## src/core/dac_pkg.sv

```systemverilog
// Shared constants for the DDR2 command-side device model
package dac_pkg;
	// Command pin encodings {cs_n, ras_n, cas_n, we_n}
	localparam logic [3:0] CMD_ACT = 4'h3;
	localparam logic [3:0] CMD_RD = 4'h5;
	localparam logic [3:0] CMD_WR = 4'h4;
	localparam logic [3:0] CMD_MRS = 4'h0;
	// Mode register select on bank address
	localparam logic [2:0] BA_MR = 3'h0;
	localparam logic [2:0] BA_EMR1 = 3'h1;
	// Mode register field positions
	localparam int MR_BL_LSB = 0;
	localparam int MR_CL_LSB = 4;
	localparam int EMR_RTT_A = 2;
	localparam int EMR_RTT_B = 6;
	localparam int EMR_AL_LSB = 3;
	localparam int EMR_OCD_LSB = 7;
	localparam logic [2:0] BL_CODE_4 = 3'h2;
	localparam logic [2:0] BL_CODE_8 = 3'h3;
	localparam logic [2:0] AL_MAX = 3'h4;
	// Driver calibration modes
	localparam logic [2:0] OCD_EXIT = 3'h0;
	localparam logic [2:0] OCD_DRV1 = 3'h1;
	localparam logic [2:0] OCD_DRV0 = 3'h2;
	localparam logic [2:0] OCD_ADJ = 3'h4;
	localparam logic [2:0] OCD_DFLT = 3'h7;
	// Adjust codes, bit time 0 in bit 0
	localparam logic [3:0] ADJ_NOP = 4'h0;
	localparam logic [3:0] ADJ_UP_INC = 4'h8;
	localparam logic [3:0] ADJ_UP_DEC = 4'h4;
	localparam logic [3:0] ADJ_DN_INC = 4'h2;
	localparam logic [3:0] ADJ_DN_DEC = 4'h1;
	localparam logic [3:0] ADJ_BOTH_INC = 4'hA;
	localparam logic [3:0] ADJ_UPD_DNI = 4'h6;
	localparam logic [3:0] ADJ_UPI_DND = 4'h9;
	localparam logic [3:0] ADJ_BOTH_DEC = 4'h5;
	// Step range, highest and lowest
	localparam logic [3:0] STEP_MAX = 4'hF;
	localparam logic [3:0] STEP_MIN = 4'h0;
	// Output switch interval
	localparam int OUTPUT_SWITCH_INTERVAL_PS = 12000;
	localparam int CLK_PERIOD_PS = 5000;
	localparam int OSI_CYC_RAW = (OUTPUT_SWITCH_INTERVAL_PS + CLK_PERIOD_PS
		- 1) / CLK_PERIOD_PS;
	localparam logic [3:0] OSI_CYC = OSI_CYC_RAW[3:0];
	// Adjust burst length and delay line depth
	localparam logic [2:0] ADJ_BEATS = 3'h4;
	localparam int DLY_DEPTH = 16;
	typedef enum logic [2:0] {
		OCD_IDLE = 3'b001,
		OCD_WAIT = 3'b010,
		OCD_BURST = 3'b100
	} dac_ocd_type;
endpackage

```

## src/core/dac_fifo.sv

```systemverilog
// Small flip-flop FIFO with valid/ready on both sides
`timescale 1ns/1ps
module dac_fifo import dac_pkg::*; #(
	parameter int WIDTH = 16,
	parameter int DEPTH = 4
) (
	// Clock and reset
	input wire logic mclk,
	input wire logic rstn,
	// Fill side
	input wire logic in_valid,
	output logic in_ready,
	input wire logic [WIDTH-1:0] in_data,
	// Drain side
	output logic out_valid,
	input wire logic out_ready,
	output logic [WIDTH-1:0] out_data
);
	localparam int AW = $clog2(DEPTH);
	// Pointer wrap bit needs a power-of-two depth
	if (WIDTH < 1 || DEPTH < 2 || (1 << AW) != DEPTH) begin : g_bad_depth
		$error("dac_fifo depth must be a power of two");
	end
	logic [WIDTH-1:0] mem_reg [DEPTH];
	logic [AW:0] wp_reg, rp_reg;
	wire full = (wp_reg[AW] != rp_reg[AW]) && (wp_reg[AW-1:0] == rp_reg[AW-1:0]);
	wire empty = wp_reg == rp_reg;
	wire push = in_valid && !full;
	wire pop = out_ready && !empty;
	assign in_ready = !full;
	assign out_valid = !empty;
	assign out_data = mem_reg[rp_reg[AW-1:0]];
	// Pointer update
	always_ff @(posedge mclk) begin
		if (!rstn) begin
			wp_reg <= '0;
			rp_reg <= '0;
		end else begin
			if (push)
				wp_reg <= wp_reg + 1'b1;
			if (pop)
				rp_reg <= rp_reg + 1'b1;
		end
	end
	// Storage, no reset needed
	always_ff @(posedge mclk) begin
		if (push)
			mem_reg[wp_reg[AW-1:0]] <= in_data;
	end
endmodule

```

## src/core/dac_core.sv

```systemverilog
// DDR2 command decode, posted CAS, driver calibration and termination
`timescale 1ns/1ps
// Behaviour
// - Code bits taken in fixed bit-time order, ignoring burst type.
// - One adjustment moves drive strength of all DQ together.
// - Sixteen steps; codes past the end step do nothing.
// - Starting step may be anywhere in range.
// - Code table maps to pull-up and pull-down single steps.
// - Adjust burst arrives at write latency, additive plus column minus one.
// - Drive modes enable outputs an interval after entry, off after exit.
// - Termination pin switches termination on every data-class pin.
// - Termination works active/standby, forced off in self refresh.
// - Nominal field picks resistor pair A or B.
// - Activate: cs and ras low, cas and we high; bank, row.
// - Activate before access; column command accepted next clock.
// - Additive latency zero to four supported.
// - Posted column command held additive latency before execution.
// - Column access: ras high, cs cas low; we picks read/write.
// - Burst wraps within aligned group of its own length.
// - Read latency additive plus column; write latency one less.
// - Calibration field: exit, drive high, drive low, adjust, default.
// - Additive latency from address bits 3 to 5 of first extended write.
module dac_core import dac_pkg::*; #(
	parameter int NBANK = 8,
	parameter int ROW_W = 16,
	parameter int COL_W = 12,
	parameter int DQ_W = 8,
	parameter logic [3:0] STEP_DEFAULT = 4'h8
) (
	// Clock and reset
	input wire logic mclk,
	input wire logic rstn,
	// Command pins
	input wire logic cs_n,
	input wire logic ras_n,
	input wire logic cas_n,
	input wire logic we_n,
	input wire logic [2:0] bank,
	input wire logic [ROW_W-1:0] addr,
	// Data lines as sampled write beats
	input wire logic [DQ_W-1:0] dq_in,
	// Termination pin and self refresh state
	input wire logic odt_pin,
	input wire logic self_refresh,
	// Executed column commands via FIFO
	output logic col_valid,
	input wire logic col_ready,
	output logic [COL_W+3:0] col_data,
	output logic col_stall,
	// Burst column order
	output logic [COL_W-1:0] burst_col,
	// Bank state
	output logic [NBANK-1:0] bank_open,
	output logic [ROW_W-1:0] act_row,
	// Driver and termination state
	output logic [3:0] pullup_step,
	output logic [3:0] pulldn_step,
	output logic drive_oe,
	output logic drive_level,
	output logic termination_switch_a,
	output logic termination_switch_b,
	output logic [3:0] read_latency,
	output logic [3:0] write_latency
);
	// Bank table has eight entries for the three-bit bank; column slice must fit the address
	if (NBANK != 8 || DQ_W < 1 || COL_W < 3 || COL_W > ROW_W) begin : g_bad
		$error("dac_core parameters out of range");
	end
	// Pin inputs pass three flops; change counts when 2nd and 3rd agree
	logic [2:0] odt_sync_reg, sr_sync_reg;
	logic odt_reg, sr_reg;
	always_ff @(posedge mclk) begin
		if (!rstn) begin
			odt_sync_reg <= '0;
			sr_sync_reg <= '0;
			odt_reg <= 1'b0;
			sr_reg <= 1'b0;
		end else begin
			odt_sync_reg <= {odt_sync_reg[1:0], odt_pin};
			sr_sync_reg <= {sr_sync_reg[1:0], self_refresh};
			if (odt_sync_reg[1] == odt_sync_reg[2])
				odt_reg <= odt_sync_reg[2];
			if (sr_sync_reg[1] == sr_sync_reg[2])
				sr_reg <= sr_sync_reg[2];
		end
	end
	// Command decode
	wire [3:0] cmd = {cs_n, ras_n, cas_n, we_n};
	wire is_act = cmd == CMD_ACT;
	wire is_rd = cmd == CMD_RD;
	wire is_wr = cmd == CMD_WR;
	wire is_mr = cmd == CMD_MRS && bank == BA_MR;
	wire is_emr = cmd == CMD_MRS && bank == BA_EMR1;
	// Mode registers
	logic [2:0] bl_reg, cl_reg, al_reg, ocd_reg;
	logic rtt_a_reg, rtt_b_reg;
	always_ff @(posedge mclk) begin
		if (!rstn) begin
			bl_reg <= BL_CODE_4;
			cl_reg <= 3'h3;
			al_reg <= 3'h0;
			ocd_reg <= OCD_EXIT;
			rtt_a_reg <= 1'b0;
			rtt_b_reg <= 1'b0;
		end else if (is_mr) begin
			bl_reg <= addr[MR_BL_LSB +: 3];
			cl_reg <= addr[MR_CL_LSB +: 3];
		end else if (is_emr) begin
			al_reg <= addr[EMR_AL_LSB +: 3] > AL_MAX ? AL_MAX
				: addr[EMR_AL_LSB +: 3];
			ocd_reg <= addr[EMR_OCD_LSB +: 3];
			rtt_a_reg <= addr[EMR_RTT_A];
			rtt_b_reg <= addr[EMR_RTT_B];
		end
	end
	assign read_latency = {1'b0, al_reg} + {1'b0, cl_reg};
	assign write_latency = read_latency - 4'h1;
	// Bank table and row
	always_ff @(posedge mclk) begin
		if (!rstn) begin
			bank_open <= '0;
			act_row <= '0;
		end else if (is_act) begin
			// bank opened, column accepted next clock
			bank_open[bank] <= 1'b1;
			act_row <= addr;
		end
	end
	// posted column delay line, one stage per clock
	logic [COL_W+3:0] dly_reg [DLY_DEPTH];
	logic [DLY_DEPTH-1:0] dv_reg;
	wire [COL_W+3:0] new_cmd = {is_wr, bank, addr[COL_W-1:0]};
	always_ff @(posedge mclk) begin
		if (!rstn)
			dv_reg <= '0;
		else
			dv_reg <= {dv_reg[DLY_DEPTH-2:0], is_rd | is_wr};
	end
	genvar gi;
	generate
		for (gi = 0; gi < DLY_DEPTH; gi++) begin : g_dly
			if (gi == 0) begin : g_head
				always_ff @(posedge mclk) begin
					dly_reg[gi] <= new_cmd;
				end
			end else begin : g_tail
				always_ff @(posedge mclk) begin
					dly_reg[gi] <= dly_reg[gi-1];
				end
			end
		end
	endgenerate
	// Zero latency bypasses the line
	wire exec_v = al_reg == 3'h0 ? (is_rd | is_wr) : dv_reg[al_reg - 3'h1];
	wire [COL_W+3:0] exec_d = al_reg == 3'h0 ? new_cmd
		: dly_reg[al_reg - 3'h1];
	// Executed commands buffered; stall flags lost commands
	logic fifo_ready;
	assign col_stall = exec_v && !fifo_ready;
	dac_fifo #(.WIDTH(COL_W + 4), .DEPTH(4)) u_fifo (
		.mclk(mclk),
		.rstn(rstn),
		.in_valid(exec_v),
		.in_ready(fifo_ready),
		.in_data(exec_d),
		.out_valid(col_valid),
		.out_ready(col_ready),
		.out_data(col_data)
	);
	// burst walks within aligned group, wrapping
	logic [2:0] beat_reg, blen_reg;
	logic [COL_W-1:0] base_reg;
	wire is_bl8 = bl_reg == BL_CODE_8;
	always_ff @(posedge mclk) begin
		if (!rstn) begin
			beat_reg <= '0;
			blen_reg <= '0;
			base_reg <= '0;
			burst_col <= '0;
		end else if (exec_v) begin
			base_reg <= exec_d[COL_W-1:0];
			blen_reg <= is_bl8 ? 3'h7 : 3'h3;
			beat_reg <= 3'h0;
			burst_col <= exec_d[COL_W-1:0];
		end else begin
			beat_reg <= beat_reg + 3'h1;
			burst_col <= {base_reg[COL_W-1:3],
				(base_reg[2:0] & ~blen_reg) |
				((base_reg[2:0] + beat_reg + 3'h1) & blen_reg)};
		end
	end
	// Adjust burst capture at write latency
	dac_ocd_type ocd_st_reg;
	logic [3:0] wait_reg, code_reg;
	logic [2:0] cnt_reg;
	logic [3:0] up_reg, dn_reg;
	wire adj_go = is_emr && addr[EMR_OCD_LSB +: 3] == OCD_ADJ;
	always_ff @(posedge mclk) begin
		if (!rstn) begin
			ocd_st_reg <= OCD_IDLE;
			wait_reg <= '0;
			cnt_reg <= '0;
			code_reg <= '0;
		end else begin
			case (ocd_st_reg)
				OCD_IDLE: begin
					// first beat at write latency after the command
					// Latency one goes straight in; zero cannot be served
					if (adj_go && write_latency <= 4'h1) begin
						ocd_st_reg <= OCD_BURST;
						cnt_reg <= '0;
					end else if (adj_go) begin
						ocd_st_reg <= OCD_WAIT;
						wait_reg <= write_latency - 4'h1;
					end
				end
				OCD_WAIT: begin
					if (wait_reg <= 4'h1) begin
						ocd_st_reg <= OCD_BURST;
						cnt_reg <= '0;
					end else
						wait_reg <= wait_reg - 4'h1;
				end
				OCD_BURST: begin
					// bit time order fixed; DQ0 stands for all
					code_reg[cnt_reg[1:0]] <= dq_in[0];
					cnt_reg <= cnt_reg + 3'h1;
					if (cnt_reg == ADJ_BEATS - 3'h1)
						ocd_st_reg <= OCD_IDLE;
				end
				default: ocd_st_reg <= OCD_IDLE;
			endcase
		end
	end
	wire code_done = ocd_st_reg == OCD_BURST && cnt_reg == ADJ_BEATS - 3'h1;
	wire [3:0] code = {dq_in[0], code_reg[2:0]};
	// decode in bit-time order, reserved gives no change
	logic up_inc, up_dec, dn_inc, dn_dec;
	always_comb begin
		up_inc = 1'b0;
		up_dec = 1'b0;
		dn_inc = 1'b0;
		dn_dec = 1'b0;
		case (code)
			ADJ_UP_INC: up_inc = 1'b1;
			ADJ_UP_DEC: up_dec = 1'b1;
			ADJ_DN_INC: dn_inc = 1'b1;
			ADJ_DN_DEC: dn_dec = 1'b1;
			ADJ_BOTH_INC: begin
				up_inc = 1'b1;
				dn_inc = 1'b1;
			end
			ADJ_UPD_DNI: begin
				up_dec = 1'b1;
				dn_inc = 1'b1;
			end
			ADJ_UPI_DND: begin
				up_inc = 1'b1;
				dn_dec = 1'b1;
			end
			ADJ_BOTH_DEC: begin
				up_dec = 1'b1;
				dn_dec = 1'b1;
			end
			default: up_inc = 1'b0;
		endcase
	end
	// independent counters; saturate; default any step
	always_ff @(posedge mclk) begin
		if (!rstn) begin
			up_reg <= STEP_DEFAULT;
			dn_reg <= STEP_DEFAULT;
		end else if (code_done) begin
			if (up_inc && up_reg != STEP_MAX)
				up_reg <= up_reg + 4'h1;
			else if (up_dec && up_reg != STEP_MIN)
				up_reg <= up_reg - 4'h1;
			if (dn_inc && dn_reg != STEP_MAX)
				dn_reg <= dn_reg + 4'h1;
			else if (dn_dec && dn_reg != STEP_MIN)
				dn_reg <= dn_reg - 4'h1;
		end else if (is_emr && addr[EMR_OCD_LSB +: 3] == OCD_DFLT) begin
			up_reg <= STEP_DEFAULT;
			dn_reg <= STEP_DEFAULT;
		end
	end
	assign pullup_step = up_reg;
	assign pulldn_step = dn_reg;
	// drive mode outputs switch one interval after entry/exit
	logic [3:0] osi_reg;
	logic drv_tgt_reg, lvl_reg;
	always_ff @(posedge mclk) begin
		if (!rstn) begin
			osi_reg <= '0;
			drv_tgt_reg <= 1'b0;
			lvl_reg <= 1'b0;
			drive_oe <= 1'b0;
			drive_level <= 1'b0;
		end else begin
			if (is_emr) begin
				drv_tgt_reg <= addr[EMR_OCD_LSB +: 3] == OCD_DRV1 ||
					addr[EMR_OCD_LSB +: 3] == OCD_DRV0;
				lvl_reg <= addr[EMR_OCD_LSB +: 3] == OCD_DRV1;
				osi_reg <= OSI_CYC;
			end else if (osi_reg != 4'h0)
				osi_reg <= osi_reg - 4'h1;
			if (osi_reg == 4'h1) begin
				drive_oe <= drv_tgt_reg;
				drive_level <= lvl_reg;
			end
		end
	end
	// termination pin, pair select, off in self refresh
	wire odt_on = odt_reg && !sr_reg;
	assign termination_switch_a = odt_on && rtt_a_reg;
	assign termination_switch_b = odt_on && rtt_b_reg;
endmodule

```

## config.mk

```make
export PLATFORM = sky130hd
export DESIGN_NAME = dac_core
export DESIGN_NICKNAME = d
export VERILOG_FILES = /design/src/core/dac_pkg.sv /design/src/core/dac_fifo.sv /design/src/core/dac_core.sv
export SDC_FILE = /design/constraint.sdc
export NUM_CORES = 1
export LEC_CHECK = 0
export ABC_AREA = 1
export BUFFER_PORTS_ARGS = -buffer_cell sky130_fd_sc_hd__buf_4
export CORE_MARGIN = 5
export CORE_UTILIZATION = 55
export CTS_BUF_LIST = sky130_fd_sc_hd__clkbuf_8
export DETAILED_ROUTE_END_ITERATION = 16
export MAX_ROUTING_LAYER = met4
export PLACE_DENSITY_LB_ADDON = 0.05
export SETUP_SLACK_MARGIN = 0.3
export SYNTH_ARGS = -nofsm -noshare
export SYNTH_HDL_FRONTEND = slang
export SYNTH_SLANG_ARGS = --single-unit
```

## constraint.sdc

```tcl
create_clock -name mclk -period 3.4 [get_ports mclk]
set_input_delay 0.68 -clock mclk [delete_from_list [all_inputs] [get_ports mclk]]
set_output_delay 0.68 -clock mclk [all_outputs]
set_load 0.02 [all_outputs]
```

; Word level (Yosys, flattened, before mapping)
; Memory sizes are Yosys's and may differ from the RTL's. A register that Yosys moved wholly into a read port is not among the register bits.
; Index checks and enable logic that the tools add are counted.
[totals]
regBits = 117
n_memories = 2
ram_bits = 320
inputBits = 36
[classes]
reduce_logical = 45
magnitude_cmp = 8
mux = 41
eq_ne = 38
bitwise = 8
addsub = 16
[mem_list]
columns = memory, depth, width, rd, rd_clocked_by_memory_dff, write_ports, line
row1 = dly_reg, 16, 16, 16, 0, 16, dac_core.sv:130  ; logic [COL_W+3:0] dly_reg [DLY_DEPTH];
row2 = u_fifo.mem_reg, 4, 16, 1, 1, 1, dac_fifo.sv:24  ; logic [WIDTH-1:0] mem_reg [DEPTH];
[ops]
columns = cell, n
row1 = 4-bit 2-to-1 mux, 10
row2 = 3-bit 2-to-1 mux, 8
row3 = "4-bit by 1-bit subtractor with 4-bit output, second input constant", 6
row4 = "4-bit by 3-bit == test with 1-bit output, second input constant", 5
row5 = 1-bit logical AND, 19
row6 = 3-bit one-hot mux with 3 select lines, 2
row7 = 16-bit 2-to-1 mux, 1
row8 = "3-bit by 1-bit adder with 3-bit output, second input constant", 5
row9 = "3-bit by 2-bit == test with 1-bit output, second input constant", 4
row10 = "4-bit == test, second input constant", 3
row11 = 12-bit 2-to-1 mux, 1
row12 = "2-bit != test, second input constant", 6
row13 = 4-bit nonzero test, 3
row14 = 3-bit OR reduction, 4
row15 = 1-bit 2-to-1 mux, 10
row16 = "3-bit by 1-bit == test with 1-bit output, second input constant", 3
row17 = "3-bit == test, second input constant", 3
row18 = "4-bit by 1-bit adder with 4-bit output, second input constant", 2
row19 = "4-bit by 1-bit == test with 1-bit output, second input constant", 2
row20 = "4-bit by 2-bit == test with 1-bit output, second input constant", 2
row21 = "4-bit by 1-bit <= comparator with 1-bit output, second input constant", 2
row22 = 2-bit 2-to-1 mux, 4
row23 = "4-bit != test, second input constant", 2
row24 = 8-bit OR, 1
row25 = other kinds (35), 48

; Depth between registers and ports, before layout
; Gate-level depths: netlist of the first run.
[logic_depth]
ltp_word = 7
depth_mapped = 14

; Modules after synthesis
; A second synthesis of the first run with hierarchy kept.
[unflattened]
hier_cells = 1261
hier_area_um2 = 11537.3
[modules_own_cells]
columns = module, seq_area_each_um2, cells_per_inst, area_each_um2, instances
row1 = dac_core, 4744.6, 1035, 8682.1, 1
row2 = dac_fifo, 2082.0, 226, 2855.2, 1

; Least setup slack after synthesis of the first run
; Ideal clock, no wire load.
[synth_timing]
path_type = register -> register
start = reg al_reg[0]
end = mem u_fifo.mem_reg[0][0], enable pin
stages_incl_launch_ff = 11
n_path_buf = 2
slack_ns = 0.502
setup_time_ns = 0.389
period_less_slack_ns = 2.898
arrival_time_ns = 2.510
required_ns = 3.011
cell_sequence = dfxtp_1 -> inv_2 -> buf_2 -> buf_2 -> ha_1 -> inv_1 -> nand3_1 -> nand3_1 -> nand3_2 -> nand3_1 -> nor2_1
[synth_between]
elab_chain_len = 7
[synth_rtl]
columns = item, line
row1 = from (decl), dac_core.sv:95  ; logic [2:0] bl_reg, cl_reg, al_reg, ocd_reg;
row2 = from (signal assigned), dac_core.sv:109  ; al_reg <= addr[EMR_AL_LSB +: 3] > AL_MAX ? AL_MAX
row3 = 3-bit by 1-bit subtractor with 3-bit output, dac_core.sv:154  ; wire exec_v = al_reg == 3'h0 ? (is_rd | is_wr) : dv_reg[al_reg - 3'h1];
row4 = 1-bit binary-select mux with 3-bit select, dac_core.sv:154
row5 = 1-bit 2-to-1 mux (not written as such), dac_core.sv:154
row6 = 1-bit 2-to-1 mux *, dac_core.sv:154
row7 = 1-bit logical AND *, dac_fifo.sv:28  ; wire push = in_valid && !full;
row8 = 1-bit 2-to-1 mux *, dac_fifo.sv:47  ; if (push)
row9 = 1-bit 2-to-1 mux (not written as such) *, dac_fifo.sv:48  ; mem_reg[wp_reg[AW-1:0]] <= in_data;
row10 = to (decl), dac_fifo.sv:24
; Every way passes the cells marked *; elsewhere a longest branch is shown, timed or not. The select of a mux whose other input is x is not followed.

; Worst setup path after layout of the first run
[layout_timing]
start = reg al_reg[0]
end = out write_latency[2]
[layout_between]
elab_chain_len = 2
[layout_rtl]
columns = item, line
row1 = 3-bit by 3-bit adder with 4-bit output, dac_core.sv:116  ; assign read_latency = {1'b0, al_reg} + {1'b0, cl_reg};
row2 = 4-bit by 1-bit subtractor with 4-bit output, dac_core.sv:117  ; assign write_latency = read_latency - 4'h1;
row3 = to (decl), dac_core.sv:63  ; output logic [3:0] write_latency
; No other way between the ends.

==> flow_metrics.py, run 1 <==
metrics = {
    "run_status": {
        "status": "completed",
    },
    "routing": {
        "drt_first_pass_iters": 5,
        "routed_wl_um": 25200,
        "vias_per_cell": 5.11,
        "vias": 8575,
        "drt_iter0_markers": 445,
        "wl_per_cell_um": 15.0,
        "ant_nets": 0,
        "drc": 0,
    },
    "yosys": {
        "synth_top_area_share": 0.430,
        "avgSynthCellArea_um2": 9.16,
        "synthTopCellsByCount": "dfxtp_1, nor2_1, nand2_1",
        "synth_area_leaders": "dfxtp_1, edfxtp_1, nor2_1, o21ai_0, nand2_1",
        "synthCells": 1244,
        "syn_nets": 1313,
        "mappedNetlistArea_mm2": 0.0114,
        "synth_cell_type_count": 38,
        "async_reset_ff_frac": 0,
        "ys_seq_elements": 309,
        "synth_edf_count": 64,
        "yosysMostFrequentCell": "dfxtp_1",
        "synth_ff_type": "dfxtp_1",
        "ys_seq_area_frac": 0.599,
        "synth_top_area_cell": "dfxtp_1",
        "synth-warning-count": 0,
    },
    "grt": {
        "grt_remaining_overflow": 0,
        "grt_max_degree": 69,
        "grt_pass1_wl_um": 41000,
        "track_usage": 0.216,
        "grt_pass1_vias": 8261,
        "antenna_found_initial": 0,
    },
    "critical_path": {
        "cpMaxStageDelayCell": "fa_2",
        "worst_ep_arrival_time_ns": 2.30,
        "critPathMaxFanout": 3,
        "critPathBufInv": 3,
        "path_cells": "ha_2 -> fa_2 -> inv_1 -> ha_2 -> inv_1 -> nand3_1 -> nand2_2 -> buf_4",
        "required_ns": 2.72,
        "r2r-end": "wait_reg[3]",
        "worst_r2r_startpoint": "al_reg[0]",
        "startpoint_type": "register",
        "crit_type": "register to primary output",
        "crit_end": "write_latency[2]",
        "r2r.worst_path.cells": 11,
        "critPathTopFamily": "adder cells",
        "cpPeakStageDelay_ns": 0.56,
        "crit_path_end_kind": "primary output",
        "ff2ff_setup_slack_ns": 0.94,
        "cp.depth": 8,
        "crit_start": "al_reg[0]",
    },
    "clock_tree": {
        "h-tree-depth": 2,
        "cts_made_buffers": 49,
        "clock_latency_ns": 0.56,
        "root_buffer": "clkbuf_8",
        "clkTransAtPathRegs_ns": 0.06,
        "cts_tree": "yes",
        "clock_path_buffers": 3,
        "cts_num_sinks": 309,
    },
    "floorplan": {
        "core-area_mm2": 0.0203,
        "die_x_um": 154,
        "die_y_um": 154,
        "row_count": 52,
        "dieArea_mm2": 0.0237,
        "io_pins": 110,
        "initial_core_util": 0.561,
    },
    "sta": {
        "whs_ns": 0.243,
        "fmax_ghz": 0.335,
        "finalSetupViolCount": 0,
        "tns_ns": 0,
        "relSlewSlack": 0.510,
        "period_share": 0.877,
        "hold_viol": 0,
        "clock_skew_ns": 0.0196,
        "slew_violations": 0,
        "min_period_ns": 2.98,
        "rsz0062_at_grt": "no",
        "fin_ws_ns": 0.419,
        "worst_pin_slew_ns": 0.727,
    },
    "power_and_ir_drop": {
        "power_frac_comb": 0.116,
        "clkPwrFrac": 0.379,
        "ir_worst_vdd_mv": 0.410,
        "p_int_mw": 5.90,
        "seqPwrFrac": 0.506,
        "total_power_mw": 7.99,
        "p_sw_frac": 0.261,
        "p_leak_nw": 5.88,
        "p_per_area_mw_per_mm2": 594,
        "switching_power_mw": 2.08,
    },
    "placement": {
        "detailed_place_hpwl_um": 16500,
        "gp_congestion": 0.847,
        "preCtsSetupSlack_ns": 0.780,
        "io_buffers": 102,
    },
    "cells_and_area": {
        "largest_register_ffs": 128,
        "nNetsFinal": 1437,
        "nFillCells": 1739,
        "drive_gt1_frac": 0.152,
        "area_growth_syn_to_layout_pct": 17.9,
        "antennaDiodeCount": 0,
        "seqCellArea_mm2": 0.00683,
        "multi_input_area_mm2": 0.00402,
    },
    "run": {
        "cap_violations": 0,
    },
    "hold_path": {
        "worstHoldPathType": "input pin to register",
    },
}
[power by group through the flow]
stage | clock network (mW) | logic [mW] | registers (mW)
detailed placement | 0 | 0.932 | 4.11
CTS | 3.09 | 0.934 | 4.04
floorplan | 0 | 0.595 | 4.12
global placement | 0 | 0.917 | 4.11
finish | 3.03 | 0.923 | 4.04
global route | 3.26 | 1.05 | 4.06
[layer usage]
layer	routed length, um	GRT usage	vias up	share of wire
met4	502	0.0698	0	0.020
met2	12100	0.356	180	0.48
met3	1020	0.0306	36	0.040
li1	-	-	4384	-
met1	11500	0.277	3975	0.46
met5	0	-	-	0
[layout by cell type (no fill, tap or decap), types with 41 or more instances in the layout]
master	count
a21oi_1	41
buf_4	119
clkbuf_8	58
dfxtp_1	243
edfxtp_1	64
inv_1	108
nand2_1	182
nand3_1	59
nor2_1	219
o21ai_0	142
[per-stage QoR]
stage | instances | instance area, um^2 | utilization
after floorplan | 1244 | 11400 | -
after global placement | 1585 | 12400 | 0.611
after detailed placement | 1585 | 12400 | 0.611
after CTS | 1676 | 13400 | 0.659
after global routing | 1677 | 13400 | 0.662
final | 1677 | 13400 | 0.662
[cell type report]
class                           instances  area share
Sequential cell                       309       0.508
Multi-Input combinational cell        791       0.299
Timing Repair Buffer                  121      0.0688
Clock inverter                         32      0.0125
Inverter                               96      0.0270
Clock buffer                           58      0.0594
Tap cell                              270      0.0251
[cells by family (layout without fill, tap and decap cells)]
| group | Yosys count | after routing | share of synthesized area |
|---|---|---|---|
| adders and majority gates | 33 | 33 | 0.0389 |
| DFF | 309 | 309 | 0.599 |
| xor gates and xnor gates | 15 | 15 | 0.0122 |
| buffers and inverters | 144 | 307 | 0.0521 |
| AOI/OAI and AO/OA | 252 | 252 | 0.121 |
| and+or+nand+nor | 490 | 490 | 0.176 |
| muxes | 1 | 1 | 0.000878 |
[repair_timing]
action / CTS / global route
hold buffers: 0 / 0
setup buffers: 1 / 1
setup endpoints to repair: 2 / 3
pin swaps: 2 / 2
resized for setup: 3 / 14
[how the worst min path moves through the flow]
stage,from,endpoint,depth (start not counted)
5_1_grt,addr[5],dly_reg[0][5],1
4_1_cts,addr[5],dly_reg[0][5],1
2_1_floorplan,dly_reg[1][0],dly_reg[2][0],0
6_report,addr[5],dly_reg[0][5],1
3_5_place_dp,dly_reg[1][0],dly_reg[2][0],0
3_3_place_gp,dly_reg[6][5],dly_reg[7][5],0
(Power assumes the default switching activity.)
==> run 2: changes to the inputs <==
--- a/config.mk
+++ b/config.mk
@@ -13,6 +13,7 @@
 export DETAILED_ROUTE_END_ITERATION = 16
 export MAX_ROUTING_LAYER = met4
 export PLACE_DENSITY_LB_ADDON = 0.05
+export REMOVE_ABC_BUFFERS = 1
 export SETUP_SLACK_MARGIN = 0.3
 export SYNTH_ARGS = -nofsm -noshare
 export SYNTH_HDL_FRONTEND = slang
==> flow_metrics.py, run 2 (synthesis results as in run 1) <==
metrics = {
    "power_and_ir_drop": {
        "total_power_mw": 7.90,
        "p_per_area_mw_per_mm2": 586,
        "ir_worst_vdd_mv": 0.316,
        "p_leak_nw": 5.89,
    },
    "routing": {
        "wl_per_cell_um": 14.9,
        "drt_iter0_markers": 455,
        "drc": 0,
        "vias": 8538,
        "drt_first_pass_iters": 5,
        "routed_wl_um": 25000,
        "ant_nets": 0,
        "vias_per_cell": 5.09,
    },
    "cells_and_area": {
        "fin_area_mm2": 0.0135,
        "antennaDiodeCount": 0,
        "area_growth_syn_to_layout_pct": 18.3,
        "drive_gt1_frac": 0.152,
        "utilization": 0.664,
        "final_cell_mix": "dfxtp_1, nor2_1, nand2_1, o21ai_0, buf_4",
        "layout_commonest_cell": "dfxtp_1",
        "nNetsFinal": 1441,
        "largest_register_ffs": 128,
    },
    "sta": {
        "worst_pin_slew_ns": 0.674,
        "min_period_ns": 2.99,
        "period_share": 0.880,
        "clock_skew_ns": 0.0181,
        "fmax_ghz": 0.334,
        "fin_ws_ns": 0.406,
        "hold_viol": 0,
        "relSlewSlack": 0.550,
        "rsz0062_at_grt": "yes",
        "finalSetupViolCount": 0,
        "slew_violations": 0,
        "whs_ns": 0.246,
    },
    "placement": {
        "io_buffers": 102,
        "detailed_place_hpwl_um": 16000,
        "gp_congestion": 0.849,
        "dpl_cell_area_mm2": 0.0124,
        "preCtsSetupSlack_ns": 0.781,
    },
    "critical_path": {
        "critPathMaxFanout": 3,
        "ff2ff_setup_slack_ns": 0.92,
        "r2r.worst_path.cells": 12,
        "required_ns": 2.72,
        "worst_ep_arrival_time_ns": 2.31,
        "crit_path_end_kind": "primary output",
        "worst_r2r_startpoint": "al_reg[0]",
        "startpoint_type": "register",
        "r2r-end": "wait_reg[2]",
        "crit_type": "register to primary output",
    },
    "run_status": {
        "status": "completed",
    },
    "grt": {
        "antenna_found_initial": 0,
        "grt_max_degree": 69,
        "grt_pass1_vias": 8277,
        "grt_pass1_wl_um": 40500,
        "grt_remaining_overflow": 0,
        "track_usage": 0.213,
    },
    "clock_tree": {
        "cts_tree": "yes",
        "root_buffer": "clkbuf_8",
        "h-tree-depth": 2,
        "clock_path_buffers": 3,
        "cts_hold_buf": 0,
        "cts_made_buffers": 49,
        "clock_latency_ns": 0.56,
        "cts_num_sinks": 309,
        "clkTransAtPathRegs_ns": 0.06,
    },
    "floorplan": {
        "dieArea_mm2": 0.0237,
        "initial_core_util": 0.561,
        "io_pins": 110,
        "die_y_um": 154,
        "die_x_um": 154,
        "core-area_mm2": 0.0203,
        "row_count": 52,
    },
    "run": {
        "cap_violations": 0,
    },
    "hold_path": {
        "worstHoldEndpoint": "dly_reg[0][11]",
        "worstHoldPathType": "input pin to register",
        "min_from": "addr[11]",
        "hold_depth": 1,
    },
}
-- run 2: cell count changes in the layout (fill, tap and decap cells not counted), moves of 2 or more --
cell      change
clkinv_2      -4
buf_6         +3
clkinv_1      -3
ha_2          -2
inv_1         +2
inv_2         +2
-- run 2: through the flow --
step | cells | TNS, ns
finish | 1678 | 0
global route | 1678 | 0
CTS | 1675 | 0
detailed placement | 1585 | 0
global placement | 1585 | 0
floorplan | 1196 | -183.21
-- run 2: power by group --
group | switching (mW) | internal, mW | leakage [nW] | total (mW)
combinational | 0.575 | 0.341 | 2.73 | 0.916
sequential | 0.105 | 3.93 | 2.61 | 4.04
clock | 1.38 | 1.57 | 0.547 | 2.95
total | 2.06 | 5.84 | 5.89 | 7.90
-- run 2: critical path, stage by stage (launching register included) --
cell and delay, ns:
dfxtp_4 0.36, ha_4 0.16, fa_2 0.57, inv_1 0.07, ha_2 0.18, inv_1 0.07, nand3_1 0.11, nand2_2 0.10
buf_4 0.14
-- run 2: what timing repair did --
item	4_1_cts	5_1_grt
endpoints found under the setup margin	2	3
pin swaps	1	2
resized for setup	9	14
cloned	1	0
buffers inserted	2	3
-- run 2: area by class of cell --
type	count	area, um^2
sequential	309	6830
fill	1692	6820
multi-input combinational	791	4010
timing repair buffer	125	998
clock buffer	59	812
inverter	96	360
tap	270	338
clock inverter	28	125
-- run 2: worst max-delay path by stage --
stage                         start  slack (ns)  cells after the start                   end
final                     al_reg[0]        0.41                      8      write_latency[2]
after global routing      al_reg[1]        0.28                      9             col_stall
after CTS                 al_reg[0]        0.31                      8             col_stall
after detailed placement  al_reg[1]        0.78                      9             col_stall
after global placement    al_reg[1]        0.80                      9             col_stall
after floorplan           al_reg[0]       -1.78                      8  u_fifo.mem_reg[0][0]
-- run 2: per-layer routing --
layer  GRT usage  wire length [um]  up-vias
met5           -                 0        -
met4      0.0664               450        0
met3      0.0374              1110       35
met2       0.341             11700      179
met1       0.277             11700     3936
li1            -                 -     4388
==> run 3: changes to the inputs <==
--- a/config.mk
+++ b/config.mk
@@ -9,7 +9,7 @@
 export BUFFER_PORTS_ARGS = -buffer_cell sky130_fd_sc_hd__buf_4
 export CORE_MARGIN = 5
 export CORE_UTILIZATION = 55
-export CTS_BUF_LIST = sky130_fd_sc_hd__clkbuf_8
+export CTS_BUF_LIST = sky130_fd_sc_hd__clkbuf_2
 export DETAILED_ROUTE_END_ITERATION = 16
 export MAX_ROUTING_LAYER = met4
 export PLACE_DENSITY_LB_ADDON = 0.05
==> flow_metrics.py, run 3 (synthesis results as in run 1) <==
metrics = {
    "power_and_ir_drop": {
        "p_per_area_mw_per_mm2": 532,
        "total_power_mw": 7.29,
        "p_leak_nw": 6.04,
        "ir_worst_vdd_mv": 0.380,
    },
    "sta": {
        "slew_violations": 0,
        "rsz0062_at_grt": "yes",
        "worst_pin_slew_ns": 0.650,
        "relSlewSlack": 0.566,
        "min_period_ns": 3.21,
        "clock_skew_ns": 0.0515,
        "period_share": 0.943,
        "hold_viol": 0,
        "whs_ns": 0.0972,
        "fmax_ghz": 0.312,
        "finalSetupViolCount": 0,
    },
    "grt": {
        "grt_pass1_vias": 8872,
        "antenna_found_initial": 1,
        "grt_remaining_overflow": 0,
        "track_usage": 0.226,
        "grt_max_degree": 69,
        "grt_pass1_wl_um": 42600,
    },
    "routing": {
        "ant_nets": 0,
        "drt_iter0_markers": 533,
        "routed_wl_um": 26500,
        "drt_first_pass_iters": 7,
        "vias": 8998,
        "vias_per_cell": 5.09,
        "wl_per_cell_um": 15.0,
        "drc": 0,
    },
    "clock_tree": {
        "cts_made_buffers": 77,
        "clkTransAtPathRegs_ns": 0.09,
        "h-tree-depth": 3,
        "root_buffer": "clkbuf_2",
        "cts_tree": "yes",
        "clock_latency_ns": 0.84,
        "cts_num_sinks": 309,
        "clock_path_buffers": 3,
    },
    "critical_path": {
        "critPathMaxFanout": 3,
        "crit_type": "register to primary output",
        "worst_ep_arrival_time_ns": 2.53,
        "crit_path_end_kind": "primary output",
        "startpoint_type": "register",
        "required_ns": 2.72,
    },
    "floorplan": {
        "die_x_um": 154,
        "row_count": 52,
        "core-area_mm2": 0.0203,
        "dieArea_mm2": 0.0237,
        "die_y_um": 154,
        "io_pins": 110,
        "initial_core_util": 0.561,
    },
    "cells_and_area": {
        "nNetsFinal": 1510,
        "final_cell_mix": "dfxtp_1, nor2_1, nand2_1, o21ai_0, buf_4",
        "nFillCells": 1713,
        "largest_register_ffs": 128,
        "drive_gt1_frac": 0.204,
        "area_growth_syn_to_layout_pct": 20.1,
        "layout_commonest_cell": "dfxtp_1",
        "utilization": 0.674,
    },
    "hold_path": {
        "worstHoldPathType": "input pin to register",
    },
    "run_status": {
        "status": "completed",
    },
    "run": {
        "cap_violations": 0,
    },
    "placement": {
        "gp_congestion": 0.849,
        "io_buffers": 102,
        "detailed_place_hpwl_um": 16000,
    },
}
[run 3: metrics by stage]
stage                     std cells  instance area, um^2  TNS [ns]  setup WS [ns]
after global placement         1585                12400         0          0.797
after CTS                      1757                13500         0          0.135
final                          1767                13700         0          0.192
after floorplan                1196                11200   -183.21          -1.78
after global routing           1767                13700         0         0.0180
after detailed placement       1585                12400         0          0.781
[run 3: layer usage]
layer / GRT usage / vias to the layer above / wire [um]
li1: - / 4571 / -
met1: 0.279 / 4113 / 11800
met2: 0.360 / 252 / 12600
met3: 0.0559 / 62 / 1470
met4: 0.0837 / 0 / 596
met5: - / - / 0
[run 3: worst max-delay path, stage by stage (launching register included)]
cell and delay, ns:
dfxtp_4 0.37, ha_4 0.16, fa_2 0.48, buf_6 0.15
nor2_4 0.09, nand3_2 0.10, inv_2 0.07, nand2_2 0.05
nand2_2 0.09, inv_2 0.04, buf_6 0.12
[run 3: path summary, 6_finish.rpt]
path / start / end / slack [ns] / cells past startpoint
max reg2reg: al_reg[0] / wait_reg[3] / 0.25 / 25
max: al_reg[0] / write_latency[3] / 0.19 / 10
min reg2reg: dly_reg[6][9] / dly_reg[7][9] / 0.31 / 0
min: addr[13] / act_row[13] / 0.1 / 3
[run 3: power breakdown]
part	leakage, nW	switching, mW	internal (mW)
sequential	2.61	0.110	3.93
combinational	2.93	0.587	0.364
clock	0.502	1.42	0.881
[run 3: timing repair]
action / CTS / global route
endpoints found under the hold margin: 18 / 0
gates cloned: 1 / 2
resized for setup: 29 / 29
pin swaps: 6 / 10
setup endpoints to repair: 7 / 12
setup buffers: 19 / 7
hold buffers: 18 / 0
[run 3: layout make-up]
cell class / count / area [um^2] / area share
Antenna cell: 1 / 2.50 / 0.000183
Clock buffer: 112 / 561 / 0.0410
Clock inverter: 22 / 98.8 / 0.00722
Inverter: 96 / 373 / 0.0272
Multi-Input combinational cell: 791 / 4070 / 0.297
Sequential cell: 309 / 6830 / 0.499
Tap cell: 270 / 338 / 0.0247
Timing Repair Buffer: 164 / 1400 / 0.102
Timing Repair inverter: 2 / 12.5 / 0.000914
